$ cat src/hw/timer_params.svh
`ifndef TIMER_PARAMS_SVH
`define TIMER_PARAMS_SVH

`define BUS_ADDR_WIDTH 8
`define BUS_DATA_WIDTH 32
`define TMR_WIDTH 16
`define PRE_WIDTH 8

`define OFF_CON_EVEN 8'h00
`define OFF_CNT_EVEN 8'h04
`define OFF_PER_EVEN 8'h08
`define OFF_CON_ODD 8'h0C
`define OFF_CNT_ODD 8'h10
`define OFF_PER_ODD 8'h14
`define OFF_STATUS 8'h18

`define BIT_ON 15
`define BIT_STOP_IN_IDLE 13
`define BIT_GATE 7
`define PS_HI 6
`define PS_LO 4
`define BIT_PAIR 3
`define BIT_TCS 1

`define CON_MASK_EVEN 16'hA0FA
`define CON_MASK_ODD 16'hA0F2
`define CON_RESET 16'h0000
`define CNT_RESET 16'h0000
`define PER_RESET 16'hFFFF
`define STATUS_RESET 8'h00

`define PIN_EXT_EVEN 0
`define PIN_EXT_ODD 1
`define PIN_GATE_EVEN 2
`define PIN_GATE_ODD 3
`define PIN_COUNT 4

`define PS_LIM_1 8'h00
`define PS_LIM_2 8'h01
`define PS_LIM_4 8'h03
`define PS_LIM_8 8'h07
`define PS_LIM_16 8'h0F
`define PS_LIM_32 8'h1F
`define PS_LIM_64 8'h3F
`define PS_LIM_256 8'hFF

`endif

$ cat src/hw/timer_pkg.sv
`include "timer_params.svh"

package timer_pkg;

    typedef struct packed {
        logic [`PIN_COUNT-1:0] sync1;
        logic [`PIN_COUNT-1:0] sync2;
        logic [`PIN_COUNT-1:0] sync3;
        logic [`PIN_COUNT-1:0] pin_lvl;
        logic [`TMR_WIDTH-1:0] con_even;
        logic [`TMR_WIDTH-1:0] con_odd;
        logic [`TMR_WIDTH-1:0] cnt_even;
        logic [`TMR_WIDTH-1:0] cnt_odd;
        logic [`TMR_WIDTH-1:0] per_even;
        logic [`TMR_WIDTH-1:0] per_odd;
        logic [`BUS_DATA_WIDTH-1:0] rdata;
        logic match_even;
        logic match_odd;
    } timer_state_type;

    typedef struct packed {
        logic [`PRE_WIDTH-1:0] count;
    } prescale_state_type;

    function automatic logic [`PRE_WIDTH-1:0] prescale_limit(input logic [2:0] code);
        logic [`PRE_WIDTH-1:0] lim;
        lim = `PS_LIM_1;
        unique case (code)
            3'h0: lim = `PS_LIM_1;
            3'h1: lim = `PS_LIM_2;
            3'h2: lim = `PS_LIM_4;
            3'h3: lim = `PS_LIM_8;
            3'h4: lim = `PS_LIM_16;
            3'h5: lim = `PS_LIM_32;
            3'h6: lim = `PS_LIM_64;
            3'h7: lim = `PS_LIM_256;
        endcase
        return lim;
    endfunction

endpackage

$ cat src/hw/prescale_if.sv
`timescale 1ns/10ps
interface prescale_if;
    logic clear;
    logic tick_in;
    logic [2:0] code;
    logic tick_out;

    modport ctl (
        output clear,
        output tick_in,
        output code,
        input tick_out
    );

    modport pre (
        input clear,
        input tick_in,
        input code,
        output tick_out
    );
endinterface

$ cat src/hw/timer_prescaler.sv
`timescale 1ns/10ps
`include "timer_params.svh"

module timer_prescaler
    import timer_pkg::*;
(
    input wire logic sys_clk,
    input wire logic reset,
    prescale_if.pre port
);
    prescale_state_type st_reg;
    prescale_state_type st_next;
    logic [`PRE_WIDTH-1:0] limit;
    logic at_limit;

    assign limit = prescale_limit(port.code);
    assign at_limit = (st_reg.count == limit);
    assign port.tick_out = port.tick_in & at_limit & ~port.clear;

    always_comb begin
        st_next = st_reg;
        if (port.clear) begin
            st_next.count = '0;
        end else if (port.tick_in) begin
            if (at_limit) begin
                st_next.count = '0;
            end else begin
                st_next.count = st_reg.count + `PRE_WIDTH'(1);
            end
        end
    end

    always_ff @(posedge sys_clk) begin
        if (reset) begin
            st_reg <= '0;
        end else begin
            st_reg <= st_next;
        end
    end
endmodule

$ cat src/hw/general_timer_control.sv
// Notes on behaviour
// - Enable bit 15 runs or stops timer
// - Stop-in-idle bit 13 halts timer during idle
// - External clock: gate bit ignored, reads zero
// - Internal clock: gate bit enables gated accumulation
// - Prescale bits 6-4 divide 1 to 256
// - Pair bit 3 only on even timer
// - Paired: odd timer settings have no effect except stop-in-idle bit 13, which also halts the pair
// - Unimplemented control bits ignore writes, read zero
`timescale 1ns/10ps
`include "timer_params.svh"

module general_timer_control
    import timer_pkg::*;
(
    input wire logic sys_clk,
    input wire logic reset,
    input wire logic [`BUS_ADDR_WIDTH-1:0] bus_addr,
    input wire logic [`BUS_DATA_WIDTH-1:0] bus_wdata,
    input wire logic bus_write,
    input wire logic bus_read,
    output logic [`BUS_DATA_WIDTH-1:0] bus_rdata,
    input wire logic idle_mode,
    input wire logic ext_clk_even,
    input wire logic ext_clk_odd,
    input wire logic gate_even,
    input wire logic gate_odd,
    output logic match_even,
    output logic match_odd,
    output logic running_even,
    output logic running_odd
);
    timer_state_type st_reg;
    timer_state_type st_next;

    prescale_if pre_even ();
    prescale_if pre_odd ();

    logic [`PIN_COUNT-1:0] pins;
    logic [`PIN_COUNT-1:0] pin_settled;
    logic [`PIN_COUNT-1:0] pin_rise;

    logic pair;
    logic on_even;
    logic on_odd;
    logic tcs_even;
    logic tcs_odd;
    logic gated_even;
    logic gated_odd;
    logic halt_even;
    logic halt_odd;
    logic run_even;
    logic run_odd;
    logic src_even;
    logic src_odd;
    logic pass_even;
    logic pass_odd;
    logic [2*`TMR_WIDTH-1:0] wide_cnt;
    logic [2*`TMR_WIDTH-1:0] wide_per;
    logic [`BUS_DATA_WIDTH-1:0] read_word;
    logic [7:0] status_bits;

    // Only the bits a timer really has are kept; the rest never leave zero
    function automatic logic [`TMR_WIDTH-1:0] con_store(
        input logic [`TMR_WIDTH-1:0] wdata,
        input logic [`TMR_WIDTH-1:0] mask
    );
        return wdata & mask;
    endfunction

    // Gate bit is hidden while the external clock is selected
    function automatic logic [`BUS_DATA_WIDTH-1:0] con_view(
        input logic [`TMR_WIDTH-1:0] con
    );
        logic [`TMR_WIDTH-1:0] v;
        v = con;
        if (con[`BIT_TCS]) begin
            v[`BIT_GATE] = 1'b0;
        end
        return {{(`BUS_DATA_WIDTH - `TMR_WIDTH){1'b0}}, v};
    endfunction

    function automatic logic [`BUS_DATA_WIDTH-1:0] half_view(
        input logic [`TMR_WIDTH-1:0] val
    );
        return {{(`BUS_DATA_WIDTH - `TMR_WIDTH){1'b0}}, val};
    endfunction

    assign pins[`PIN_EXT_EVEN] = ext_clk_even;
    assign pins[`PIN_EXT_ODD] = ext_clk_odd;
    assign pins[`PIN_GATE_EVEN] = gate_even;
    assign pins[`PIN_GATE_ODD] = gate_odd;

    // A pin level counts only once the last two sync stages agree
    assign pin_settled = ~(st_reg.sync2 ^ st_reg.sync3);
    assign pin_rise = pin_settled & st_reg.sync2 & ~st_reg.pin_lvl;

    assign pair = st_reg.con_even[`BIT_PAIR];
    assign on_even = st_reg.con_even[`BIT_ON];
    assign on_odd = st_reg.con_odd[`BIT_ON];
    assign tcs_even = st_reg.con_even[`BIT_TCS];
    assign tcs_odd = st_reg.con_odd[`BIT_TCS];

    assign gated_even = st_reg.con_even[`BIT_GATE] & ~tcs_even;
    assign gated_odd = st_reg.con_odd[`BIT_GATE] & ~tcs_odd;

    // A paired timer also stops in idle if the odd half asks for it
    assign halt_even = idle_mode
        & (st_reg.con_even[`BIT_STOP_IN_IDLE] | (pair & st_reg.con_odd[`BIT_STOP_IN_IDLE]));
    assign halt_odd = idle_mode & st_reg.con_odd[`BIT_STOP_IN_IDLE];

    assign run_even = on_even & ~halt_even;
    assign run_odd = ~pair & on_odd & ~halt_odd;

    assign src_even = tcs_even ? pin_rise[`PIN_EXT_EVEN] : 1'b1;
    assign src_odd = tcs_odd ? pin_rise[`PIN_EXT_ODD] : 1'b1;

    assign pass_even = ~gated_even | st_reg.pin_lvl[`PIN_GATE_EVEN];
    assign pass_odd = ~gated_odd | st_reg.pin_lvl[`PIN_GATE_ODD];

    assign pre_even.clear = ~run_even;
    assign pre_even.tick_in = run_even & src_even & pass_even;
    assign pre_even.code = st_reg.con_even[`PS_HI:`PS_LO];

    // Odd prescaler sits cleared while paired, so its settings do nothing
    assign pre_odd.clear = ~run_odd;
    assign pre_odd.tick_in = run_odd & src_odd & pass_odd;
    assign pre_odd.code = st_reg.con_odd[`PS_HI:`PS_LO];

    timer_prescaler u_pre_even (
        .sys_clk(sys_clk),
        .reset(reset),
        .port(pre_even)
    );

    timer_prescaler u_pre_odd (
        .sys_clk(sys_clk),
        .reset(reset),
        .port(pre_odd)
    );

    assign wide_cnt = {st_reg.cnt_odd, st_reg.cnt_even};
    assign wide_per = {st_reg.per_odd, st_reg.per_even};

    assign status_bits = {2'b00, st_reg.pin_lvl[`PIN_GATE_ODD],
        st_reg.pin_lvl[`PIN_GATE_EVEN], 1'b0, pair, run_odd, run_even};

    always_comb begin
        read_word = '0;
        unique case (bus_addr)
            `OFF_CON_EVEN: read_word = con_view(st_reg.con_even);
            `OFF_CNT_EVEN: read_word = half_view(st_reg.cnt_even);
            `OFF_PER_EVEN: read_word = half_view(st_reg.per_even);
            `OFF_CON_ODD: read_word = con_view(st_reg.con_odd);
            `OFF_CNT_ODD: read_word = half_view(st_reg.cnt_odd);
            `OFF_PER_ODD: read_word = half_view(st_reg.per_odd);
            `OFF_STATUS: read_word = {{(`BUS_DATA_WIDTH - 8){1'b0}}, status_bits};
            default: read_word = '0;
        endcase
    end

    always_comb begin
        st_next = st_reg;
        st_next.match_even = 1'b0;
        st_next.match_odd = 1'b0;
        st_next.rdata = '0;

        st_next.sync1 = pins;
        st_next.sync2 = st_reg.sync1;
        st_next.sync3 = st_reg.sync2;
        for (int i = 0; i < `PIN_COUNT; i++) begin
            if (pin_settled[i]) begin
                st_next.pin_lvl[i] = st_reg.sync2[i];
            end
        end

        if (pair) begin
            // Even and odd halves form one wide counter driven by even settings
            if (pre_even.tick_out) begin
                if (wide_cnt == wide_per) begin
                    st_next.cnt_even = '0;
                    st_next.cnt_odd = '0;
                    st_next.match_even = 1'b1;
                end else begin
                    {st_next.cnt_odd, st_next.cnt_even} = wide_cnt + (2*`TMR_WIDTH)'(1);
                end
            end
        end else begin
            if (pre_even.tick_out) begin
                if (st_reg.cnt_even == st_reg.per_even) begin
                    st_next.cnt_even = '0;
                    st_next.match_even = 1'b1;
                end else begin
                    st_next.cnt_even = st_reg.cnt_even + `TMR_WIDTH'(1);
                end
            end
            if (pre_odd.tick_out) begin
                if (st_reg.cnt_odd == st_reg.per_odd) begin
                    st_next.cnt_odd = '0;
                    st_next.match_odd = 1'b1;
                end else begin
                    st_next.cnt_odd = st_reg.cnt_odd + `TMR_WIDTH'(1);
                end
            end
        end

        // Software writes take priority over counting in the same cycle
        if (bus_write) begin
            unique case (bus_addr)
                `OFF_CON_EVEN: begin
                    st_next.con_even = con_store(bus_wdata[`TMR_WIDTH-1:0],
                        `CON_MASK_EVEN);
                end
                `OFF_CNT_EVEN: begin
                    st_next.cnt_even = bus_wdata[`TMR_WIDTH-1:0];
                end
                `OFF_PER_EVEN: begin
                    st_next.per_even = bus_wdata[`TMR_WIDTH-1:0];
                end
                `OFF_CON_ODD: begin
                    st_next.con_odd = con_store(bus_wdata[`TMR_WIDTH-1:0],
                        `CON_MASK_ODD);
                end
                `OFF_CNT_ODD: begin
                    st_next.cnt_odd = bus_wdata[`TMR_WIDTH-1:0];
                end
                `OFF_PER_ODD: begin
                    st_next.per_odd = bus_wdata[`TMR_WIDTH-1:0];
                end
                default: begin
                end
            endcase
        end

        // No wait states, so access right after disabling is harmless here
        if (bus_read) begin
            st_next.rdata = read_word;
        end
    end

    always_ff @(posedge sys_clk) begin
        if (reset) begin
            st_reg <= '0;
            st_reg.con_even <= `CON_RESET;
            st_reg.con_odd <= `CON_RESET;
            st_reg.cnt_even <= `CNT_RESET;
            st_reg.cnt_odd <= `CNT_RESET;
            st_reg.per_even <= `PER_RESET;
            st_reg.per_odd <= `PER_RESET;
        end else begin
            st_reg <= st_next;
        end
    end

    assign bus_rdata = st_reg.rdata;
    assign match_even = st_reg.match_even;
    assign match_odd = st_reg.match_odd;
    assign running_even = run_even;
    assign running_odd = run_odd;
endmodule

$ cat config.mk
export PLATFORM = sky130hd
export DESIGN_NAME = general_timer_control
export DESIGN_NICKNAME = d
export VERILOG_FILES = /design/src/hw/timer_pkg.sv /design/src/hw/prescale_if.sv /design/src/hw/timer_prescaler.sv /design/src/hw/general_timer_control.sv
export VERILOG_INCLUDE_DIRS = /design/src /design/src/hw
export SDC_FILE = /design/constraint.sdc
export NUM_CORES = 1
export LEC_CHECK = 0
export CORE_MARGIN = 10
export CORE_UTILIZATION = 35
export DETAILED_ROUTE_END_ITERATION = 16
export DONT_BUFFER_PORTS = 1
export PLACE_DENSITY = 0.49
export SLEW_MARGIN = 20
export SYNTH_ARGS = -nofsm -noshare
export SYNTH_HDL_FRONTEND = slang
export SYNTH_SLANG_ARGS = --single-unit
$ cat constraint.sdc
create_clock -name sys_clk -period 2.35 [get_ports sys_clk]
set_input_delay 0.1175 -clock sys_clk [delete_from_list [all_inputs] [get_ports sys_clk]]
set_output_delay 0.1175 -clock sys_clk [all_outputs]
set_load 0.1 [all_outputs]
==> reports/metrics.json <==
{
  "power.leakage_nw": 3.53,
  "worst-setup-path-type": "reg2reg",
  "min_path_cells": 3,
  "synthDominantCellAreaShare_pct": 38.1,
  "fin_worst_skew_ps": 10.1,
  "worst_path_fanout_max": 4,
  "finalMaxSlewViolations": 0,
  "postSynthRegisterBits": 143,
  "vias": 6739,
  "min_tclk_post_route_ps": 2270,
  "power_mw": 5.65,
  "maximum_cell_stage_delay_along_the_critical_path_ps": 330,
  "critical-path-slowest-cell": "dfxtp_1",
  "die_area_um2": 27700,
  "synth_top_area_cell": "dfxtp_1",
  "cell_area_after_placement_um2": 8180,
  "initial_utilization_pct": 35.6,
  "post_synth_num_cell_types": 67,
  "wl_per_cell_um": 20.6,
  "final_util_pct": 44.0,
  "crit_path_cell_trace": "xor2_1, nor4_2, buf_4, nand4_1, buf_4, nor3_1, buf_4, o31ai_1, a31oi_1, a21boi_1",
  "p_per_cell_area_nw_per_um2": 609,
  "clk_latency_ps": 430,
  "clockBufferDepth": 2,
  "yosys_warnings": 0,
  "dr.pass1.iters": 5,
  "port-buffer-count": 0,
  "worst_margin_pin_slew_ps": 971,
  "antenna_violations_before_repair": 3,
  "synth_area_um2": 7510,
  "critical-path-top-cell-by-count": "buf_4",
  "dp.final_hpwl_mm": 18.2,
  "timing.critical_path.to_type": "flip-flop",
  "drt_iter0_drc": 688,
  "largest_voltage_drop_on_the_vdd_net_mv": 0.440,
  "grt_start_max_net_pins": 103,
  "grt_pass1_wl_mm": 39.6,
  "min_period_over_period_pct": 96.6,
  "max_clock_freq_mhz": 441,
  "post_route_cells_drive_above_1_share_pct": 19.1,
  "status": "complete, no violations",
  "largest_register_ff_count": 78,
  "complex_gate_fraction_of_the_synthesized_area_pct": 15.2,
  "timing.max_cap.violations": 0,
  "yosys-mux-area-fraction_pct": 3.10,
  "synthCells": 890,
  "width_of_the_chip_um": 166,
  "sinks_on_the_clock_net": 143,
  "cp_delay_by_family_top": "simple AND/OR/NAND/NOR gates",
  "layout.cell_area.non_filler_um2": 9280,
  "synth_seq_area_share_pct": 38.1,
  "place.gp.congestion": 0.916,
  "synth_async_sr_flop_share_pct": 0,
  "final_nets": 1014,
  "max_slew_margin_vs_limit_pct": 35.2,
  "syn_area_per_cell_um2": 8.44,
  "area_growth_pct": 23.5,
  "setup_total_negative_slack_ps": 0,
  "drt.antenna.violating_nets": 0,
  "core_area_um2": 21100,
  "tritoncts": "done",
  "post_synth_fa_ha_maj_area_fraction_pct": 1.00,
  "cts_inserted_buffers": 17,
  "gr-total-overflow": 0,
  "post_drt_via_cell_ratio": 5.40,
  "setup_viol_count_final": 0,
  "clkTransAtPathRegs_ps": 60,
  "ys.flop_type": "dfxtp_1",
  "synth.area.top_cells": "dfxtp_1 (38%), xor2_1 (7.5%), nand2_1 (5.0%)",
  "grt_pass1_vias": 6520,
  "groute.usage.overall_pct": 18.1,
  "detail_route.wirelength_mm": 25.7,
  "ctsHtreeMaxLevel": 4,
  "die_h_um": 166,
  "cp-start-kind": "flip-flop",
  "drt_drc_violations_left": 0,
  "cp.buffers_inverters": 3,
  "critical_path_rt_ps": 2660,
  "worst_path_arrival_time_ps": 2580,
  "placementRows": 53,
  "post_synth_xor_area_fraction_pct": 10.1,
  "logic_depth_of_the_worst_path_buffers_included": 10,
  "synth_enable_flop_cells": 0,
  "cts-root-buf": "clkbuf_16",
  "holdCritPathClass": "in2reg",
  "synth-simple-area-share_pct": 24.7,
  "reg2reg_depth": 10,
  "pin_count": 85,
  "dominant_combinational_cell_family_by_area_after_synthesis": "simple AND/OR/NAND/NOR gates",
  "timing_hold_violations_final": 0
}
worst paths after layout:
kind           startpoint      endpoint  slack (ps)
min          bus_wdata[3]    st_reg[69]          20
max reg2reg    st_reg[48]    st_reg[69]          80
min reg2reg  st_next[138]  st_next[134]         440
max            st_reg[48]    st_reg[69]          80
metrics by stage:
stage               setup WS, ps  hold WS (ps)  cells
detailed placement          12.8           202   1180
finish                      80.9          24.8   1249
CTS                         9.58          17.8   1240
global route               -11.6          14.4   1248
floorplan                   -215           226    905
global placement            77.8           200   1180
logic make-up after synthesis:
group                    count (synthesis)
flip-flops                             143
adder cells (fa/ha/maj)                  6
XOR/XNOR                                87
multiplexers                            23
AND/OR/NAND/NOR                        357
other                                    1
AO/OA/AOI/OAI                          164
buffers and inverters                  109
power by group:
group | internal [mW] | leakage [nW] | switching [mW] | total (mW)
clock network | 1.71 | 0.301 | 1.19 | 2.89
logic | 0.0783 | 2.07 | 0.231 | 0.309
registers | 2.44 | 1.16 | 0.0104 | 2.45
total | 4.23 | 3.53 | 1.43 | 5.65
tightest hold or removal path, stage by stage:
cell	delay, ps
o21bai_1	120
a41oi_1	50
a21boi_1	120
cell type report:
| class | instances | area, µm² |
|---|---|---|
| clock inverters | 15 | 196 |
| clock buffers | 17 | 425 |
| well taps | 275 | 344 |
| diodes | 2 | 5.00 |
| inverters | 10 | 37.5 |
| repair buffers | 134 | 1140 |
| multi-input cells | 653 | 4250 |
| fillers | 2125 | 11800 |
| flip-flops and latches | 143 | 2870 |
placed cells by master, fill, tap and decap left out, types with 4 or more instances in the layout:
cell           instances
nor4_1                 4
inv_6                  6
nor2_1                75
dfxtp_1              135
and3_1                10
buf_4                102
o21ai_0               23
inv_1                 10
nand4_1               26
ha_1                   6
xnor2_1               23
dlygate4sd3_1         27
a211o_1               17
mux2i_1               21
a222oi_1               6
nor4_2                 8
a21oi_1               36
a211oi_1              13
dfxtp_2                8
a22oi_1               22
nand3b_1              20
xor2_1                63
nand3_1               26
nor3_1                12
and4_1                 4
conb_1                16
nor3b_1                5
and2_1                 8
nand2_1              101
nor2b_1               31
a221oi_1               5
a31oi_1                9
clkbuf_16             18
or3_1                  5
layer usage:
metal | vias to the layer above | track usage [%] | share of wire (%)
met5 | - | 0 | 0.051
met4 | 2 | 4.77 | 1.5
met2 | 258 | 27.1 | 45
li1 | 3233 | - | -
met1 | 3218 | 24.8 | 46
met3 | 28 | 5.15 | 7.3
what timing repair did:
action,in CTS,in global routing
setup buffers,0,6
resized for setup,1,28
hold buffers,28,0
endpoints found under the setup margin,1,14
cloned,0,1
hold endpoints to repair,109,0
pin swaps,0,8
Yosys cell counts (4+ instances only):
cell type,number
nor2_1,75
nand3b_1,20
xnor2_1,23
a21oi_1,36
dfxtp_1,143
inv_1,10
nor3b_1,5
xor2_1,64
nand2_1,101
a22oi_1,23
clkbuf_1,34
nor3_1,15
buf_1,4
mux2i_1,21
o21ai_0,25
nand4_1,26
or3_1,6
and3_1,10
and2_1,8
a31oi_1,9
nor4_1,11
nand3_1,27
a222oi_1,6
a211oi_1,14
buf_4,34
a221oi_1,5
a211o_1,17
ha_1,6
buf_2,24
and4_1,6
nor2b_1,31
Note: power is estimated with default switching activity, not from simulation.
